### src/common/sock_regs_pkg.sv
// constants, register map and state types shared by the socket register bank
package sock_regs_pkg;
  localparam int NUM_SOCKETS = 8;
  localparam int BYTE_W = 8;
  localparam int ADDR_W = 16;
  localparam int LEN_W = 15;
  localparam int MAC_W = 48;

  // register map
  localparam logic [15:0] ADDR_PHY_STATUS = 16'h0035;
  localparam logic [15:0] ADDR_IRQ_MASK = 16'h0036;
  localparam logic [15:0] MODE_BASE = 16'h4000;
  localparam logic [15:0] MODE_STRIDE = 16'h0100;
  localparam logic [15:0] MODE_SPAN = 16'h0800;
  localparam logic [7:0] RESET_BYTE = 8'h00;

  // phy status fields
  localparam int PHY_LINK_BIT = 5;
  localparam int PHY_SLEEP_BIT = 3;

  // interrupt mask fields
  localparam int MASK_CONFLICT_BIT = 7;
  localparam int MASK_PPPOE_BIT = 5;
  localparam logic [7:0] IRQ_MASK_WMASK = 8'hA0;

  // socket mode fields
  localparam int MODE_MULTI_BIT = 7;
  localparam int MODE_FILTER_BIT = 6;
  localparam int MODE_ACKVER_BIT = 5;
  localparam int MODE_PROTO_MSB = 3;
  localparam logic [7:0] MODE_WMASK = 8'hEF;

  // protocol codes
  localparam logic [3:0] PROTO_CLOSED = 4'h0;
  localparam logic [3:0] PROTO_TCP = 4'h1;
  localparam logic [3:0] PROTO_UDP = 4'h2;
  localparam logic [3:0] PROTO_RAW_IP = 4'h3;
  localparam logic [3:0] PROTO_RAW_ETH = 4'h4;
  localparam logic [3:0] PROTO_PPPOE = 4'h5;

  // socket status after open
  localparam logic [7:0] STAT_CLOSED = 8'h00;
  localparam logic [7:0] STAT_TCP_OPENED = 8'h13;
  localparam logic [7:0] STAT_UDP_OPENED = 8'h22;
  localparam logic [7:0] STAT_RAW_IP_OPENED = 8'h32;

  localparam logic [47:0] BROADCAST_MAC = 48'hFFFFFFFFFFFF;

  // serial frame control word: top bit is the write flag, the rest the byte count
  localparam int CTRL_WRITE_BIT = 7;
  localparam logic [2:0] LAST_BIT = 3'h7;

  typedef enum logic [2:0] {
    FR_ADDR_HI,
    FR_ADDR_LO,
    FR_CTRL_HI,
    FR_CTRL_LO,
    FR_DATA,
    FR_DONE
  } frame_e;
endpackage

### src/core/spi_byte_port.sv
// serial byte port: pin synchronisers, mode 0 shift in and shift out
`timescale 1ns/1ps
module spi_byte_port
  import sock_regs_pkg::*;
(
  input wire logic clk,
  input wire logic srst,
  input wire logic sclkPin,
  input wire logic mosiPin,
  input wire logic selPinN,
  input wire logic [7:0] txByte,
  output logic [7:0] rxByte,
  output logic rxValid,
  output logic frameActive,
  output logic misoOut,
  output logic misoOe
);
  import sock_regs_pkg::*;

  typedef struct packed {
    logic [2:0] sclkSync;
    logic [2:0] mosiSync;
    logic [2:0] selSync;
    logic sclkLvl;
    logic mosiLvl;
    logic selLvlN;
    logic [7:0] shiftIn;
    logic [2:0] bitCnt;
    logic [7:0] rxByte;
    logic rxValid;
    logic [7:0] shiftOut;
    logic miso;
  } port_s;

  port_s q;
  port_s d;

  always_comb begin
    logic rise;
    logic fall;
    rise = 1'b0;
    fall = 1'b0;
    d = q;
    d.rxValid = 1'b0;
    d.sclkSync = {q.sclkSync[1:0], sclkPin};
    d.mosiSync = {q.mosiSync[1:0], mosiPin};
    d.selSync = {q.selSync[1:0], selPinN};
    // a pin level counts only once the second and third stages agree
    if (q.sclkSync[1] == q.sclkSync[2]) begin
      d.sclkLvl = q.sclkSync[2];
      rise = q.sclkSync[2] & ~q.sclkLvl;
      fall = ~q.sclkSync[2] & q.sclkLvl;
    end
    if (q.mosiSync[1] == q.mosiSync[2]) begin
      d.mosiLvl = q.mosiSync[2];
    end
    if (q.selSync[1] == q.selSync[2]) begin
      d.selLvlN = q.selSync[2];
    end
    if (q.selLvlN) begin
      d.bitCnt = '0;
      d.shiftOut = '0;
      d.miso = 1'b0;
    end else begin
      // mosi is three stages late like sclk, so the held level matches the edge
      if (rise) begin
        d.shiftIn = {q.shiftIn[6:0], q.mosiLvl};
        d.bitCnt = q.bitCnt + 3'h1;
        if (q.bitCnt == LAST_BIT) begin
          d.rxByte = {q.shiftIn[6:0], q.mosiLvl};
          d.rxValid = 1'b1;
        end
      end
      // the next byte is loaded on the first falling edge after a byte boundary
      if (fall) begin
        if (q.bitCnt == '0) begin
          d.miso = txByte[7];
          d.shiftOut = {txByte[6:0], 1'b0};
        end else begin
          d.miso = q.shiftOut[7];
          d.shiftOut = {q.shiftOut[6:0], 1'b0};
        end
      end
    end
  end

  always_ff @(posedge clk) begin
    if (srst) begin
      q <= '0;
      q.sclkLvl <= 1'b0;
      q.selLvlN <= 1'b1;
      q.selSync <= 3'h7;
    end else begin
      q <= d;
    end
  end

  assign rxByte = q.rxByte;
  assign rxValid = q.rxValid;
  assign frameActive = ~q.selLvlN;
  assign misoOut = q.miso;
  assign misoOe = ~q.selLvlN;
endmodule

### src/core/socket_mode_phy_status_regs.sv
// socket mode, interrupt mask and phy status registers behind the serial port
// Function
// - phy status bit 5 shows link up, read only, writes ignored.
// - phy status bit 3 shows phy power-down, read only.
// - conflict and pppoe-close interrupts raised only when flag set and mask bit 1.
// - mode bit 7 enables multicast, effective only in udp.
// - raw ethernet with filter set accepts own-address or broadcast frames only.
// - raw ethernet with filter clear accepts every frame.
// - tcp with mode bit 5 set acknowledges each segment immediately.
// - tcp with mode bit 5 clear delays acknowledges by internal timeout.
// - udp multicast, mode bit 5 picks igmp version: 0 v2, 1 v1.
// - mode bits 3..0 decode closed, tcp, udp, raw ip; raw ethernet and pppoe on socket 0 only, closed elsewhere.
// - socket 0 pppoe is temporary; it may be reprogrammed afterwards.
// - eight mode registers at 0x4000 plus 0x100 per socket, reset 0x00.
// - open sets status 0x13 for tcp and 0x22 for udp.
`timescale 1ns/1ps
module socket_mode_phy_status_regs
  import sock_regs_pkg::*;
(
  input wire logic clk,
  input wire logic srst,
  input wire logic sclkPin,
  input wire logic mosiPin,
  input wire logic selPinN,
  output logic misoOut,
  output logic misoOe,
  input wire logic linkUpPin,
  input wire logic phySleepPin,
  input wire logic addrConflictFlag,
  input wire logic pppoeCloseFlag,
  output logic irqReq,
  input wire logic [sock_regs_pkg::NUM_SOCKETS-1:0] sockOpenReq,
  output logic [sock_regs_pkg::NUM_SOCKETS-1:0][7:0] sockStatus,
  output logic [sock_regs_pkg::NUM_SOCKETS-1:0][3:0] sockProtocol,
  output logic [sock_regs_pkg::NUM_SOCKETS-1:0] multicastOn,
  output logic [sock_regs_pkg::NUM_SOCKETS-1:0] immediateAck,
  output logic [sock_regs_pkg::NUM_SOCKETS-1:0] delayedAck,
  output logic [sock_regs_pkg::NUM_SOCKETS-1:0] igmpV1,
  input wire logic rxFrameValid,
  input wire logic [sock_regs_pkg::MAC_W-1:0] rxFrameDstMac,
  input wire logic [sock_regs_pkg::MAC_W-1:0] ownMac,
  output logic rxFrameAccept,
  output logic rxFrameDone
);
  import sock_regs_pkg::*;

  typedef struct packed {
    logic [2:0] linkSync;
    logic [2:0] sleepSync;
    logic linkLvl;
    logic sleepLvl;
    logic [7:0] irqMask;
    logic [NUM_SOCKETS-1:0][7:0] mode;
    logic [NUM_SOCKETS-1:0][7:0] status;
    frame_e state;
    logic [ADDR_W-1:0] addr;
    logic isWrite;
    logic [LEN_W-1:0] remain;
    logic frameAccept;
    logic frameDone;
  } bank_s;

  bank_s q;
  bank_s d;

  logic [7:0] rxByte;
  logic rxValid;
  logic frameActive;
  logic [7:0] txByte;

  // true when the address names one of the eight mode registers
  function automatic logic isModeAddr(input logic [ADDR_W-1:0] a);
    logic [ADDR_W-1:0] off;
    off = a - MODE_BASE;
    isModeAddr = (a >= MODE_BASE) && (off < MODE_SPAN) && (off[7:0] == '0);
  endfunction

  function automatic logic [2:0] modeSocket(input logic [ADDR_W-1:0] a);
    logic [ADDR_W-1:0] off;
    off = a - MODE_BASE;
    modeSocket = off[10:8];
  endfunction

  // protocol as the socket engines see it; codes a socket lacks act as closed
  function automatic logic [3:0] effProto(input logic [7:0] m, input int sock);
    logic [3:0] p;
    p = m[MODE_PROTO_MSB:0];
    effProto = PROTO_CLOSED;
    case (p)
      PROTO_TCP, PROTO_UDP, PROTO_RAW_IP: effProto = p;
      PROTO_RAW_ETH, PROTO_PPPOE: effProto = (sock == 0) ? p : PROTO_CLOSED;
      default: effProto = PROTO_CLOSED;
    endcase
  endfunction

  spi_byte_port u_port (
    .clk(clk),
    .srst(srst),
    .sclkPin(sclkPin),
    .mosiPin(mosiPin),
    .selPinN(selPinN),
    .txByte(txByte),
    .rxByte(rxByte),
    .rxValid(rxValid),
    .frameActive(frameActive),
    .misoOut(misoOut),
    .misoOe(misoOe)
  );

  // read path, from the current address
  always_comb begin
    txByte = RESET_BYTE;
    if (q.state == FR_DATA && !q.isWrite) begin
      if (q.addr == ADDR_PHY_STATUS) begin
        txByte[PHY_LINK_BIT] = q.linkLvl;
        txByte[PHY_SLEEP_BIT] = q.sleepLvl;
      end else if (q.addr == ADDR_IRQ_MASK) begin
        txByte = q.irqMask;
      end else if (isModeAddr(q.addr)) begin
        txByte = q.mode[modeSocket(q.addr)];
      end
    end
  end

  always_comb begin
    logic [3:0] p0;
    p0 = PROTO_CLOSED;
    d = q;
    d.frameAccept = 1'b0;
    d.frameDone = 1'b0;
    d.linkSync = {q.linkSync[1:0], linkUpPin};
    d.sleepSync = {q.sleepSync[1:0], phySleepPin};
    if (q.linkSync[1] == q.linkSync[2]) begin
      d.linkLvl = q.linkSync[2];
    end
    if (q.sleepSync[1] == q.sleepSync[2]) begin
      d.sleepLvl = q.sleepSync[2];
    end

    if (!frameActive) begin
      d.state = FR_ADDR_HI;
    end else if (rxValid) begin
      case (q.state)
        FR_ADDR_HI: begin
          d.addr[15:8] = rxByte;
          d.state = FR_ADDR_LO;
        end
        FR_ADDR_LO: begin
          d.addr[7:0] = rxByte;
          d.state = FR_CTRL_HI;
        end
        FR_CTRL_HI: begin
          d.isWrite = rxByte[CTRL_WRITE_BIT];
          d.remain[14:8] = rxByte[6:0];
          d.state = FR_CTRL_LO;
        end
        FR_CTRL_LO: begin
          d.remain[7:0] = rxByte;
          d.state = ({q.remain[14:8], rxByte} == '0) ? FR_DONE : FR_DATA;
        end
        FR_DATA: begin
          if (q.isWrite) begin
            if (q.addr == ADDR_IRQ_MASK) begin
              d.irqMask = rxByte & IRQ_MASK_WMASK;
            end else if (isModeAddr(q.addr)) begin
              d.mode[modeSocket(q.addr)] = rxByte & MODE_WMASK;
            end
            // phy status writes fall through here unused
          end
          d.addr = q.addr + 16'h0001;
          d.remain = q.remain - 15'h0001;
          if (q.remain == 15'h0001) begin
            d.state = FR_DONE;
          end
        end
        FR_DONE: d.state = FR_DONE;
        default: d.state = FR_ADDR_HI;
      endcase
    end

    for (int s = 0; s < NUM_SOCKETS; s++) begin
      if (sockOpenReq[s]) begin
        case (effProto(q.mode[s], s))
          PROTO_TCP: d.status[s] = STAT_TCP_OPENED;
          PROTO_UDP: d.status[s] = STAT_UDP_OPENED;
          PROTO_RAW_IP: d.status[s] = STAT_RAW_IP_OPENED;
          default: d.status[s] = STAT_CLOSED;
        endcase
      end
    end

    // one verdict per offered frame, only meaningful to raw ethernet socket 0
    if (rxFrameValid) begin
      p0 = effProto(q.mode[0], 0);
      d.frameDone = 1'b1;
      if (p0 == PROTO_RAW_ETH) begin
        if (q.mode[0][MODE_FILTER_BIT]) begin
          d.frameAccept = (rxFrameDstMac == ownMac) || (rxFrameDstMac == BROADCAST_MAC);
        end else begin
          d.frameAccept = 1'b1;
        end
      end
    end
  end

  always_ff @(posedge clk) begin
    if (srst) begin
      q <= '0;
      q.state <= FR_ADDR_HI;
    end else begin
      q <= d;
    end
  end

  // per socket option decode
  always_comb begin
    for (int s = 0; s < NUM_SOCKETS; s++) begin
      sockProtocol[s] = effProto(q.mode[s], s);
      multicastOn[s] = q.mode[s][MODE_MULTI_BIT] && (sockProtocol[s] == PROTO_UDP);
      immediateAck[s] = q.mode[s][MODE_ACKVER_BIT] && (sockProtocol[s] == PROTO_TCP);
      delayedAck[s] = !q.mode[s][MODE_ACKVER_BIT] && (sockProtocol[s] == PROTO_TCP);
      igmpV1[s] = multicastOn[s] && q.mode[s][MODE_ACKVER_BIT];
    end
  end

  assign irqReq = (addrConflictFlag && q.irqMask[MASK_CONFLICT_BIT]) ||
                  (pppoeCloseFlag && q.irqMask[MASK_PPPOE_BIT]);

  assign sockStatus = q.status;
  assign rxFrameAccept = q.frameAccept;
  assign rxFrameDone = q.frameDone;
endmodule

### config.mk
export PLATFORM = sky130hd
export DESIGN_NAME = socket_mode_phy_status_regs
export DESIGN_NICKNAME = d
export VERILOG_FILES = /design/src/common/sock_regs_pkg.sv /design/src/core/spi_byte_port.sv /design/src/core/socket_mode_phy_status_regs.sv
export SDC_FILE = /design/constraint.sdc
export NUM_CORES = 1
export LEC_CHECK = 0
export ABC_AREA = 0
export BUFFER_PORTS_ARGS = -buffer_cell sky130_fd_sc_hd__buf_2
export CORE_ASPECT_RATIO = 0.75
export CORE_MARGIN = 5
export CORE_UTILIZATION = 58
export DETAILED_ROUTE_END_ITERATION = 10
export GPL_ROUTABILITY_DRIVEN = 0
export GPL_TIMING_DRIVEN = 0
export PLACE_DENSITY = 0.95
export SYNTH_ARGS = -nofsm -noshare
export SYNTH_HDL_FRONTEND = slang
export SYNTH_HIERARCHICAL = 1
export SYNTH_SLANG_ARGS = --single-unit
export TNS_END_PERCENT = 1
### constraint.sdc
create_clock -name clk -period 4.95 [get_ports clk]
set_input_delay 1.2375 -clock clk [delete_from_list [all_inputs] [get_ports clk]]
set_output_delay 1.2375 -clock clk [all_outputs]
set_load 0.01 [all_outputs]
# Yosys cells after proc, flatten, opt, wreduce, memory -nomap -nowiden
# Index checks and enable logic that the tools add are counted.
# totals
latch_bits	0
reg_bits	215
word_cells	271
ram_bits	0
mem_bits_ro	0
in_bits	114
out_inout_bits	133
mem_count	0
# op_classes
div_mod_pow	0
order_cmp	4
n_mux	51
bitwise	9
n_shift	0
eq_ne	84
addsub	4
n_reduce_logical	78
n_mul	0
# ops
op	n
4-bit by 2-bit equality test with 1-bit output (second input constant)	40
6-bit case mux with 3 select lines	8
4-bit by 1-bit equality test with 1-bit output (second input constant)	24
4-bit 2-to-1 mux	17
64-bit bitwise mux	1
48-bit equality test	1
48-bit equality test (second input constant)	1
8-bit case mux with 2 select lines	3
8-bit 2-to-1 mux	5
1-bit logical AND	38
16-bit by 6-bit equality test with 1-bit output (second input constant)	2
3-bit OR reduction	9
8-bit binary-select mux with 3-bit select	1
8-bit demux with 3-bit select	1
3-bit case mux with 6 select lines	1
3-bit AND reduction	6
16-bit by 1-bit adder with 16-bit output (second input constant)	1
16-bit by 15-bit >= comparator with 1-bit output (second input constant)	1
16-bit by 12-bit less-than comparator with 1-bit output (second input constant)	1
16-bit by 15-bit subtractor with 16-bit output (second input constant)	1
15-bit by 1-bit equality test with 1-bit output (second input constant)	1
15-bit logical NOT	1
15-bit by 1-bit subtractor with 15-bit output (second input constant)	1
7-bit case mux with 2 select lines	1
25 further kinds	64

# Depth between registers and ports, before layout
# Gate-level depths: netlist (run 1).
# depth
ltp_word	9
mapped_depth	10
depth_no_buf	9

# Cells and area by module
# Netlist (run 1), hierarchy kept.
# by_module_without_submodules
mod	seq_area_each_um2	instances	cells_each	area_each_um2
socket_mode_phy_status_regs	2702.6	1	937	8076.5
spi_byte_port	780.7	1	156	1604.0

# Worst setup path after synthesis (run 1)
# OpenSTA, ideal clock, no wires.
# synth_timing
kind	input port to output port
startpoint	input addrConflictFlag
endpoint	output irqReq
cell_stages	1
arrival_ns	1.480
path_slack_ns	2.232
n_path_buf	0
required_ns	3.713
path_cell_list	a22o_1
# synth_between
elab_chain_cells	2
# synth_rtl
element	line_no	rtl
start: declaration	socket_mode_phy_status_regs.sv:29	input wire logic addrConflictFlag,
1-bit logical AND	socket_mode_phy_status_regs.sv:226	assign irqReq = (addrConflictFlag && q.irqMask[MASK_CONFLICT_BIT]) ||
1-bit logical OR	socket_mode_phy_status_regs.sv:226	
end: declaration	socket_mode_phy_status_regs.sv:31	output logic irqReq,
# Every way passes these cells.

# Final worst setup path (run 1)
# layout_timing
startpoint	register q[102] (netlist name)
endpoint	output igmpV1[0] (netlist name)
# layout_between
elab_chain_cells	6
word_cells_on_any_way	10
classes_between	eq/ne: 6; mux: 1; reduce/logical: 3
# layout_rtl
element	line_no	rtl
start: declaration	socket_mode_phy_status_regs.sv:63	bank_s q;
4-bit by 3-bit equality test with 1-bit output (tied with other cells)	socket_mode_phy_status_regs.sv:89	case (p)
5-bit OR reduction (no line)	-	
4-bit 2-to-1 mux (*)	socket_mode_phy_status_regs.sv:89	
4-bit by 2-bit equality test with 1-bit output (*)	socket_mode_phy_status_regs.sv:219	multicastOn[s] = q.mode[s][MODE_MULTI_BIT] && (sockProtocol[s] == PROTO_UDP);
1-bit logical AND (*)	socket_mode_phy_status_regs.sv:219	
1-bit logical AND (*)	socket_mode_phy_status_regs.sv:222	igmpV1[s] = multicastOn[s] && q.mode[s][MODE_ACKVER_BIT];
end: declaration	socket_mode_phy_status_regs.sv:38	output logic [sock_regs_pkg::NUM_SOCKETS-1:0] igmpV1,
# Every way passes the cells marked *; elsewhere a longest branch is shown, timed or not.

==> results of run 1 <==
## power by group through the flow
stage               registers [W]  clock network, W  logic, W
finish                    0.00141           0.00138  0.000198
global route              0.00141           0.00145  0.000211
detailed placement        0.00144                 0  0.000190
CTS                       0.00141           0.00138  0.000192
floorplan                 0.00144                 0  0.000104
global placement          0.00144                 0  0.000187
## cells by family (layout without fill, tap and decap cells)
family / Yosys count / in the layout / share of synthesized area [%]
and+or+nand+nor: 427 / 427 / 24.2
DFF: 174 / 174 / 36.0
buffers and inverters: 172 / 401 / 10.7
AOI/OAI and AO/OA: 137 / 137 / 8.81
muxes: 122 / 122 / 14.4
xor gates and xnor gates: 51 / 51 / 4.61
adders and majority gates: 9 / 9 / 1.16
other: 1 / 50 / 0.0387
## metrics by stage
stage | hold WS (ns) | worst slack (ns)
2_1_floorplan | 0.389 | 2.23
3_3_place_gp | 0.395 | 2.03
5_1_grt | 0.456 | 1.51
4_1_cts | 0.438 | 1.59
3_5_place_dp | 0.419 | 2.03
6_report | 0.432 | 1.62
## layout make-up
cell class | instances | area share [%]
Timing Repair Buffer | 197 | 8.41
Antenna cell | 2 | 0.0427
Inverter | 23 | 0.737
Sequential cell | 174 | 29.7
Clock inverter | 14 | 1.46
Multi-Input combinational cell | 794 | 45.5
Clock buffer | 18 | 3.75
Tap cell | 210 | 2.24
Buffer | 149 | 8.10
## synthesized netlist by cell type, types with 4 or more instances
master / n
nor3b_1: 4
and3b_1: 7
or3_1: 7
a21oi_1: 54
a211oi_1: 10
mux2i_1: 107
nor2_1: 149
dfxtp_1: 174
or4_1: 5
buf_4: 89
nand3_1: 15
nor2b_1: 13
xnor2_1: 7
nand2_1: 45
xor2_1: 44
inv_1: 23
mux4_2: 14
ha_1: 9
or2_2: 4
o211ai_1: 7
and2_1: 27
clkbuf_1: 43
nor3_1: 28
o21ai_0: 25
nand3b_1: 5
nand2b_1: 42
a311oi_1: 5
a22oi_1: 5
nor4_4: 4
buf_2: 8
nor4_1: 24
buf_6: 6
o22ai_1: 4
nand4_1: 20
## per-layer routing
layer	vias to the layer above	track usage, %	part of all wire, %	wire, um
li1	4217	-	-	-
met1	4461	38.4	34	11300
met2	784	54.3	46	15200
met3	238	9.60	14	4480
met4	0	17.8	6.1	2020
met5	-	0	0	0
## flip-flops by register name, indices dropped and copies added (netlist names)
signal / count
u_port/d: 6
u_port/rxByte: 8
rxFrameAccept: 1
sockStatus: 32
u_port/misoOut: 1
u_port/rxValid: 1
q: 97
rxFrameDone: 1
d: 4
u_port/q: 23
## worst max path at each step
stage	to	slack [ns]	cells past startpoint
floorplan	irqReq	2.23	1
global route	igmpV1[0]	1.51	5
global placement	irqReq	2.03	3
finish	igmpV1[0]	1.62	5
CTS	igmpV1[0]	1.59	5
detailed placement	irqReq	2.03	3
## worst reg2reg max path, cell delays in order, from the launching register on
cell       delay (ns)
dfxtp_1          0.33
buf_2            0.20
or3b_1           0.38
clkbuf_1         0.22
clkbuf_1         0.32
clkbuf_1         0.37
a2111oi_0        0.61
mux2i_1          0.15
a211oi_1         0.29
==> run_results.csv, run 1 <==
group,metric,value,unit
clocking,clock_path_buffers,2,
worst_setup_path,end_kind,"output port",
synth,synthFlopType,"dfxtp_1",
placed_design,place_area,0.0111,mm^2
grt,grt_max_degree,19,
final_layout,finalInstanceArea,0.0117,mm^2
final_layout,layout_common_cells,"205 x buf_2, 174 x dfxtp_1, 149 x nor2_1",
floorplan,num_rows,40,
grt,grt_overflow,0,
worst_setup_path,cp_top_family,"simple AND/OR/NAND/NOR gates",
hold_path,hp-class,"register to register",
timing,hold_viol,0,
run,drv_cap,0,
synth,synth.distinct_cells,71,
worst_setup_path,cp.required,3.71,ns
hold_path,min_from,"u_port/d[33]$_SDFF_PP1_",
power,power_frac_comb,6.6,%
power,pwr-share-clk,46.3,%
final_layout,fin_cells,1581,
floorplan,start_util,59.7,%
synth,synth_top_area_share,36.0,%
worst_setup_path,critPathMaxFanout,7,
routing,wl_per_cell,20.9,um
final_layout,seqCellArea,0.00348,mm^2
final_layout,final_common_cell,"buf_2",
timing,period_share,67.3,%
clocking,clk_latency,0.44,ns
power,peakVddDrop,0.291,mV
clocking,clk_pin_slew_worst_paths,0.07,ns
floorplan,die_y,122,um
synth,syn_avg_cell_area,8.86,um^2
worst_setup_path,critPathLaunchType,"register",
placed_design,port_buffers,197,
hold_path,min_path_cells,1,
worst_setup_path,max_stage_delay,0.55,ns
worst_setup_path,crit_start,"q[102]$_SDFFE_PP0P_",
floorplan,pin_count,247,
clocking,ctsResizeCount,0,
clocking,postCtsSetupBuffers,0,
run_status,run_status,"finished, final reports clean",
timing,relSlewSlack,12.8,%
clocking,h-tree-depth,4,
synth,synth_warnings,6,
routing,vias,9700,
hold_path,min_to,"u_port/d[34]$_SDFF_PP1_",
worst_setup_path,path_class,"register to output port",
synth,netlist_area,0.00968,mm^2
synth,syn_inst,1093,
power,power.leakage,5.16,nW
power,p_sw_share,25.4,%
routing,post-route-drc-count,0,
worst_setup_path,r2r_setup_slack,1.99,ns
final_layout,fillers,1095,
power,switchingPower,0.000758,W
routing,wirelength,33000,um
final_layout,multiInputGateArea,0.00534,mm^2
grt,grt_util_all_layers,32.7,%
grt,antenna_found_initial,2,
clocking,cts.sinks,174,
worst_setup_path,r2r_start,"q[36]$_SDFFE_PP0P_",
floorplan,core,0.0162,mm^2
grt,grt_first_pass_wirelength,50900,um
timing,fmax,300,MHz
routing,via_per_inst,6.14,
power,intPower,0.00223,W
floorplan,die_w,159,um
worst_setup_path,crit_chain,"nor3b_1, nand2_1, nor2_1, and2_1, buf_2",
worst_setup_path,crit_arrival,2.09,ns
synth,yosysSeqAreaShare,36.0,%
final_layout,fin_nets,1479,
grt,grt_pass1_vias,9539,
timing,setup_tns,0,ns
placed_design,dp_cells,1547,
floorplan,dieArea,0.0194,mm^2
clocking,postCtsHoldBufs,0,
routing,antenna_left,0,
synth,synth_edf_count,0,
timing,setup_violations,0,
worst_setup_path,crit_path_top_delay_cell,"nor3b_1",
timing,grt_setup_unrepaired,"no",
routing,drt-initial-drc-count,1401,
synth,synthTopCellsByArea,"dfxtp_1 36%, mux2i_1 11%, buf_4 6.9%",
synth,synthArstFlopShare,0,%
final_layout,syn_to_final_growth,21.1,%
worst_setup_path,rr_worst_depth,8,
final_layout,final_util,72.3,%
timing,maxSlewViolCount,0,
clocking,cts_tree,"yes",
synth,ys_seq_elements,174,
routing,first_pass_iters,9,
worst_setup_path,r2r-end,"u_port/q[7]$_SDFFE_PP0P_",
placed_design,dp_hpwl,23000,um
timing,skew,0.0102,ns
power,p_per_area,255,mW/mm^2
final_layout,drive_gt1_share,27.1,%
worst_setup_path,worst-path-buf-inv,1,
clocking,ctsRootBufferMaster,"clkbuf_16",
power,power_frac_seq,47.1,%
timing,finalCriticalPeriod,3.33,ns
clocking,cts_made_buffers,17,
timing,tightestPinTransition,1.30,ns
synth,yosysTopAreaCell,"dfxtp_1",
power,finalPower,0.00299,W
(Power assumes the default switching activity.)
==> run 2: changes to the inputs <==
--- a/config.mk
+++ b/config.mk
@@ -9,11 +9,11 @@
 export BUFFER_PORTS_ARGS = -buffer_cell sky130_fd_sc_hd__buf_2
 export CORE_ASPECT_RATIO = 0.75
 export CORE_MARGIN = 5
-export CORE_UTILIZATION = 58
+export CORE_UTILIZATION = 49
 export DETAILED_ROUTE_END_ITERATION = 10
 export GPL_ROUTABILITY_DRIVEN = 0
 export GPL_TIMING_DRIVEN = 0
-export PLACE_DENSITY = 0.95
+export PLACE_DENSITY = 0.87
 export SYNTH_ARGS = -nofsm -noshare
 export SYNTH_HDL_FRONTEND = slang
 export SYNTH_HIERARCHICAL = 1
==> constraint.sdc (replaced) <==
create_clock -name clk -period 2.7 [get_ports clk]
set_input_delay 0.675 -clock clk [delete_from_list [all_inputs] [get_ports clk]]
set_output_delay 0.675 -clock clk [all_outputs]
set_load 0.01 [all_outputs]
==> run 2 against run 1 <==
Against the previous run:
- largest power group unchanged
- largest cell class unchanged
- first-iteration DRC count decreased by 29%
- power increased by 79%
- flip-flop and latch count unchanged
- sequential power increased by 83%
- routed wire length decreased by 7.7%
- critical endpoint is now u_port/q[5]$_SDFFE_PP0P_
- clock-buffer cell count increased by 1
- critical path depth increased by 4
- sequential share of layout area decreased by 0.070 points
- via count decreased by 6.5%
- register-to-register slack got worse by 1.9 ns
- clock power increased by 74%
- die area increased by 17%
==> run_results.csv, run 2 (synthesis gave the netlist of run 1 again) <==
group,metric,value,unit
routing,first_pass_iters,7,
clocking,cts_made_buffers,17,
floorplan,num_rows,44,
power,switchingPower,0.00129,W
clocking,ctsRootBufferMaster,"clkbuf_16",
worst_setup_path,crit_path_top_delay_cell,"buf_1",
timing,grt_setup_unrepaired,"no",
clocking,clk_latency,0.43,ns
worst_setup_path,path_class,"register to register",
routing,antenna_left,0,
worst_setup_path,path_common_cell,"mux2i_1",
hold_path,min_from,"u_port/d[33]$_SDFF_PP1_",
run_status,run_status,"finished, final reports clean",
worst_setup_path,rr_worst_depth,9,
grt,antenna_found_initial,1,
clocking,clock_path_buffers,2,
timing,setup_violations,0,
timing,fmax,389,MHz
routing,vias,9065,
grt,grt_max_degree,17,
timing,setup_tns,0,ns
worst_setup_path,crit_start,"q[27]$_SDFFE_PP0P_",
floorplan,die_y,132,um
timing,skew,0.0102,ns
clocking,h-tree-depth,4,
routing,wirelength,30500,um
floorplan,core,0.0194,mm^2
hold_path,min_path_cells,1,
timing,layout_setup_ws,0.127,ns
worst_setup_path,critPathMaxFanout,10,
final_layout,fin_nets,1479,
final_layout,seqCellArea,0.00348,mm^2
placed_design,dp_hpwl,23000,um
timing,hold_viol,0,
final_layout,syn_to_final_growth,21.4,%
clocking,clk_pin_slew_worst_paths,0.07,ns
final_layout,layout_common_cells,"206 x buf_2, 174 x dfxtp_1, 149 x nor2_1",
routing,post-route-drc-count,0,
clocking,cts.sinks,174,
floorplan,start_util,50.0,%
routing,via_per_inst,5.59,
final_layout,fillers,1632,
worst_setup_path,r2r-end,"u_port/q[5]$_SDFFE_PP0P_",
worst_setup_path,end_kind,"register",
clocking,postCtsSetupBuffers,0,
floorplan,die_w,172,um
timing,period_share,95.3,%
floorplan,dieArea,0.0227,mm^2
power,pwr-share-clk,44.9,%
power,power_frac_comb,6.8,%
placed_design,dp_cells,1590,
power,power_frac_seq,48.3,%
final_layout,regMostFlops,"q",
worst_setup_path,r2r_setup_slack,0.13,ns
clocking,cts_tree,"yes",
hold_path,hp-class,"register to register",
run,drv_cap,0,
routing,wl_per_cell,18.8,um
grt,grt_overflow,0,
final_layout,largest_register_ff_count,97,
timing,maxSlewViolCount,0,
grt,grt_first_pass_wirelength,46700,um
final_layout,fin_cells,1623,
grt,grt_pass1_vias,8690,
hold_path,min_to,"u_port/d[34]$_SDFF_PP1_",
worst_setup_path,critPathLaunchType,"register",
power,intPower,0.00406,W
placed_design,dp_slack,-0.0432,ns
routing,drt-initial-drc-count,1000,
placed_design,port_buffers,197,
power,p_per_area,455,mW/mm^2
final_layout,multiInputGateArea,0.00536,mm^2
power,peakVddDrop,0.402,mV
final_layout,final_util,60.6,%
floorplan,pin_count,247,
timing,finalCriticalPeriod,2.57,ns
power,power.leakage,5.15,nW
worst_setup_path,max_stage_delay,0.52,ns
worst_setup_path,crit_chain,"buf_2, buf_1, mux4_2, mux2i_1, nor2_1, a21oi_1, nor3_1, mux2i_1, a211oi_1",
power,p_sw_share,24.1,%
worst_setup_path,crit_arrival,2.91,ns
power,finalPower,0.00535,W
grt,grt_util_all_layers,25.9,%
final_layout,drive_gt1_share,27.3,%
worst_setup_path,cp_top_family,"buffers and inverters",
worst_setup_path,r2r_start,"q[27]$_SDFFE_PP0P_",
timing,relSlewSlack,25.2,%
timing,tightestPinTransition,1.11,ns
final_layout,final_common_cell,"buf_2",
worst_setup_path,cp.required,3.04,ns
worst_setup_path,worst-path-buf-inv,2,
==> run 2: cell count changes in the layout (fill, tap and decap cells not counted), sizes merged <==
cell      before  now
diode          2    1
clkinv         7    4
buf          302  303
clkinvlp       0    1
inv           29   30
==> run 2: repair_timing <==
action / CTS / global route
setup endpoints to repair: 1 / 3
resized for setup: 1 / 6
cloned: 0 / 0
hold buffers: 0 / 0
==> run 2: area by class of cell <==
| class | count | area share (%) |
|---|---|---|
| Antenna cell | 1 | 0.0213 |
| Timing Repair Buffer | 197 | 8.39 |
| Multi-Input combinational cell | 794 | 45.6 |
| Buffer | 149 | 8.09 |
| Tap cell | 253 | 2.69 |
| Clock buffer | 19 | 3.77 |
| Sequential cell | 174 | 29.6 |
| Inverter | 23 | 0.735 |
| Clock inverter | 13 | 1.06 |
==> run 2: worst max path at each step <==
stage	depth (start not counted)	slack, ns	to
after floorplan	8	0.61	u_port/q[3]$_SDFFE_PP0P_
after global placement	8	0.06	u_port/q[7]$_SDFFE_PP0P_
after detailed placement	8	-0.04	u_port/q[7]$_SDFFE_PP0P_
after CTS	8	0.03	u_port/q[7]$_SDFFE_PP0P_
after global routing	9	0.02	u_port/q[5]$_SDFFE_PP0P_
final	9	0.13	u_port/q[5]$_SDFFE_PP0P_
==> run 2: metal layers <==
layer | global-route usage [%] | share of wire (%) | vias up
met1 | 32.9 | 38 | 4158
met5 | 0 | 0 | -
met2 | 41.9 | 46 | 600
met4 | 8.51 | 3.2 | 0
li1 | - | - | 4221
met3 | 7.90 | 13 | 86
==> run 2: stage by stage <==
| stage | cell area [um^2] | hold WS (ns) |
|---|---|---|
| CTS | 11700 | 0.431 |
| finish | 11700 | 0.426 |
| global route | 11700 | 0.415 |
| floorplan | 9860 | 0.389 |
| global placement | 11200 | 0.395 |
| detailed placement | 11200 | 0.418 |
==> run 2: power groups by stage <==
stage,logic [W],clock network [W],registers [W]
floorplan,0.000191,0,0.00264
global placement,0.000347,0,0.00264
detailed placement,0.000353,0,0.00264
CTS,0.000355,0.00241,0.00258
global route,0.000389,0.00254,0.00258
finish,0.000364,0.00240,0.00258
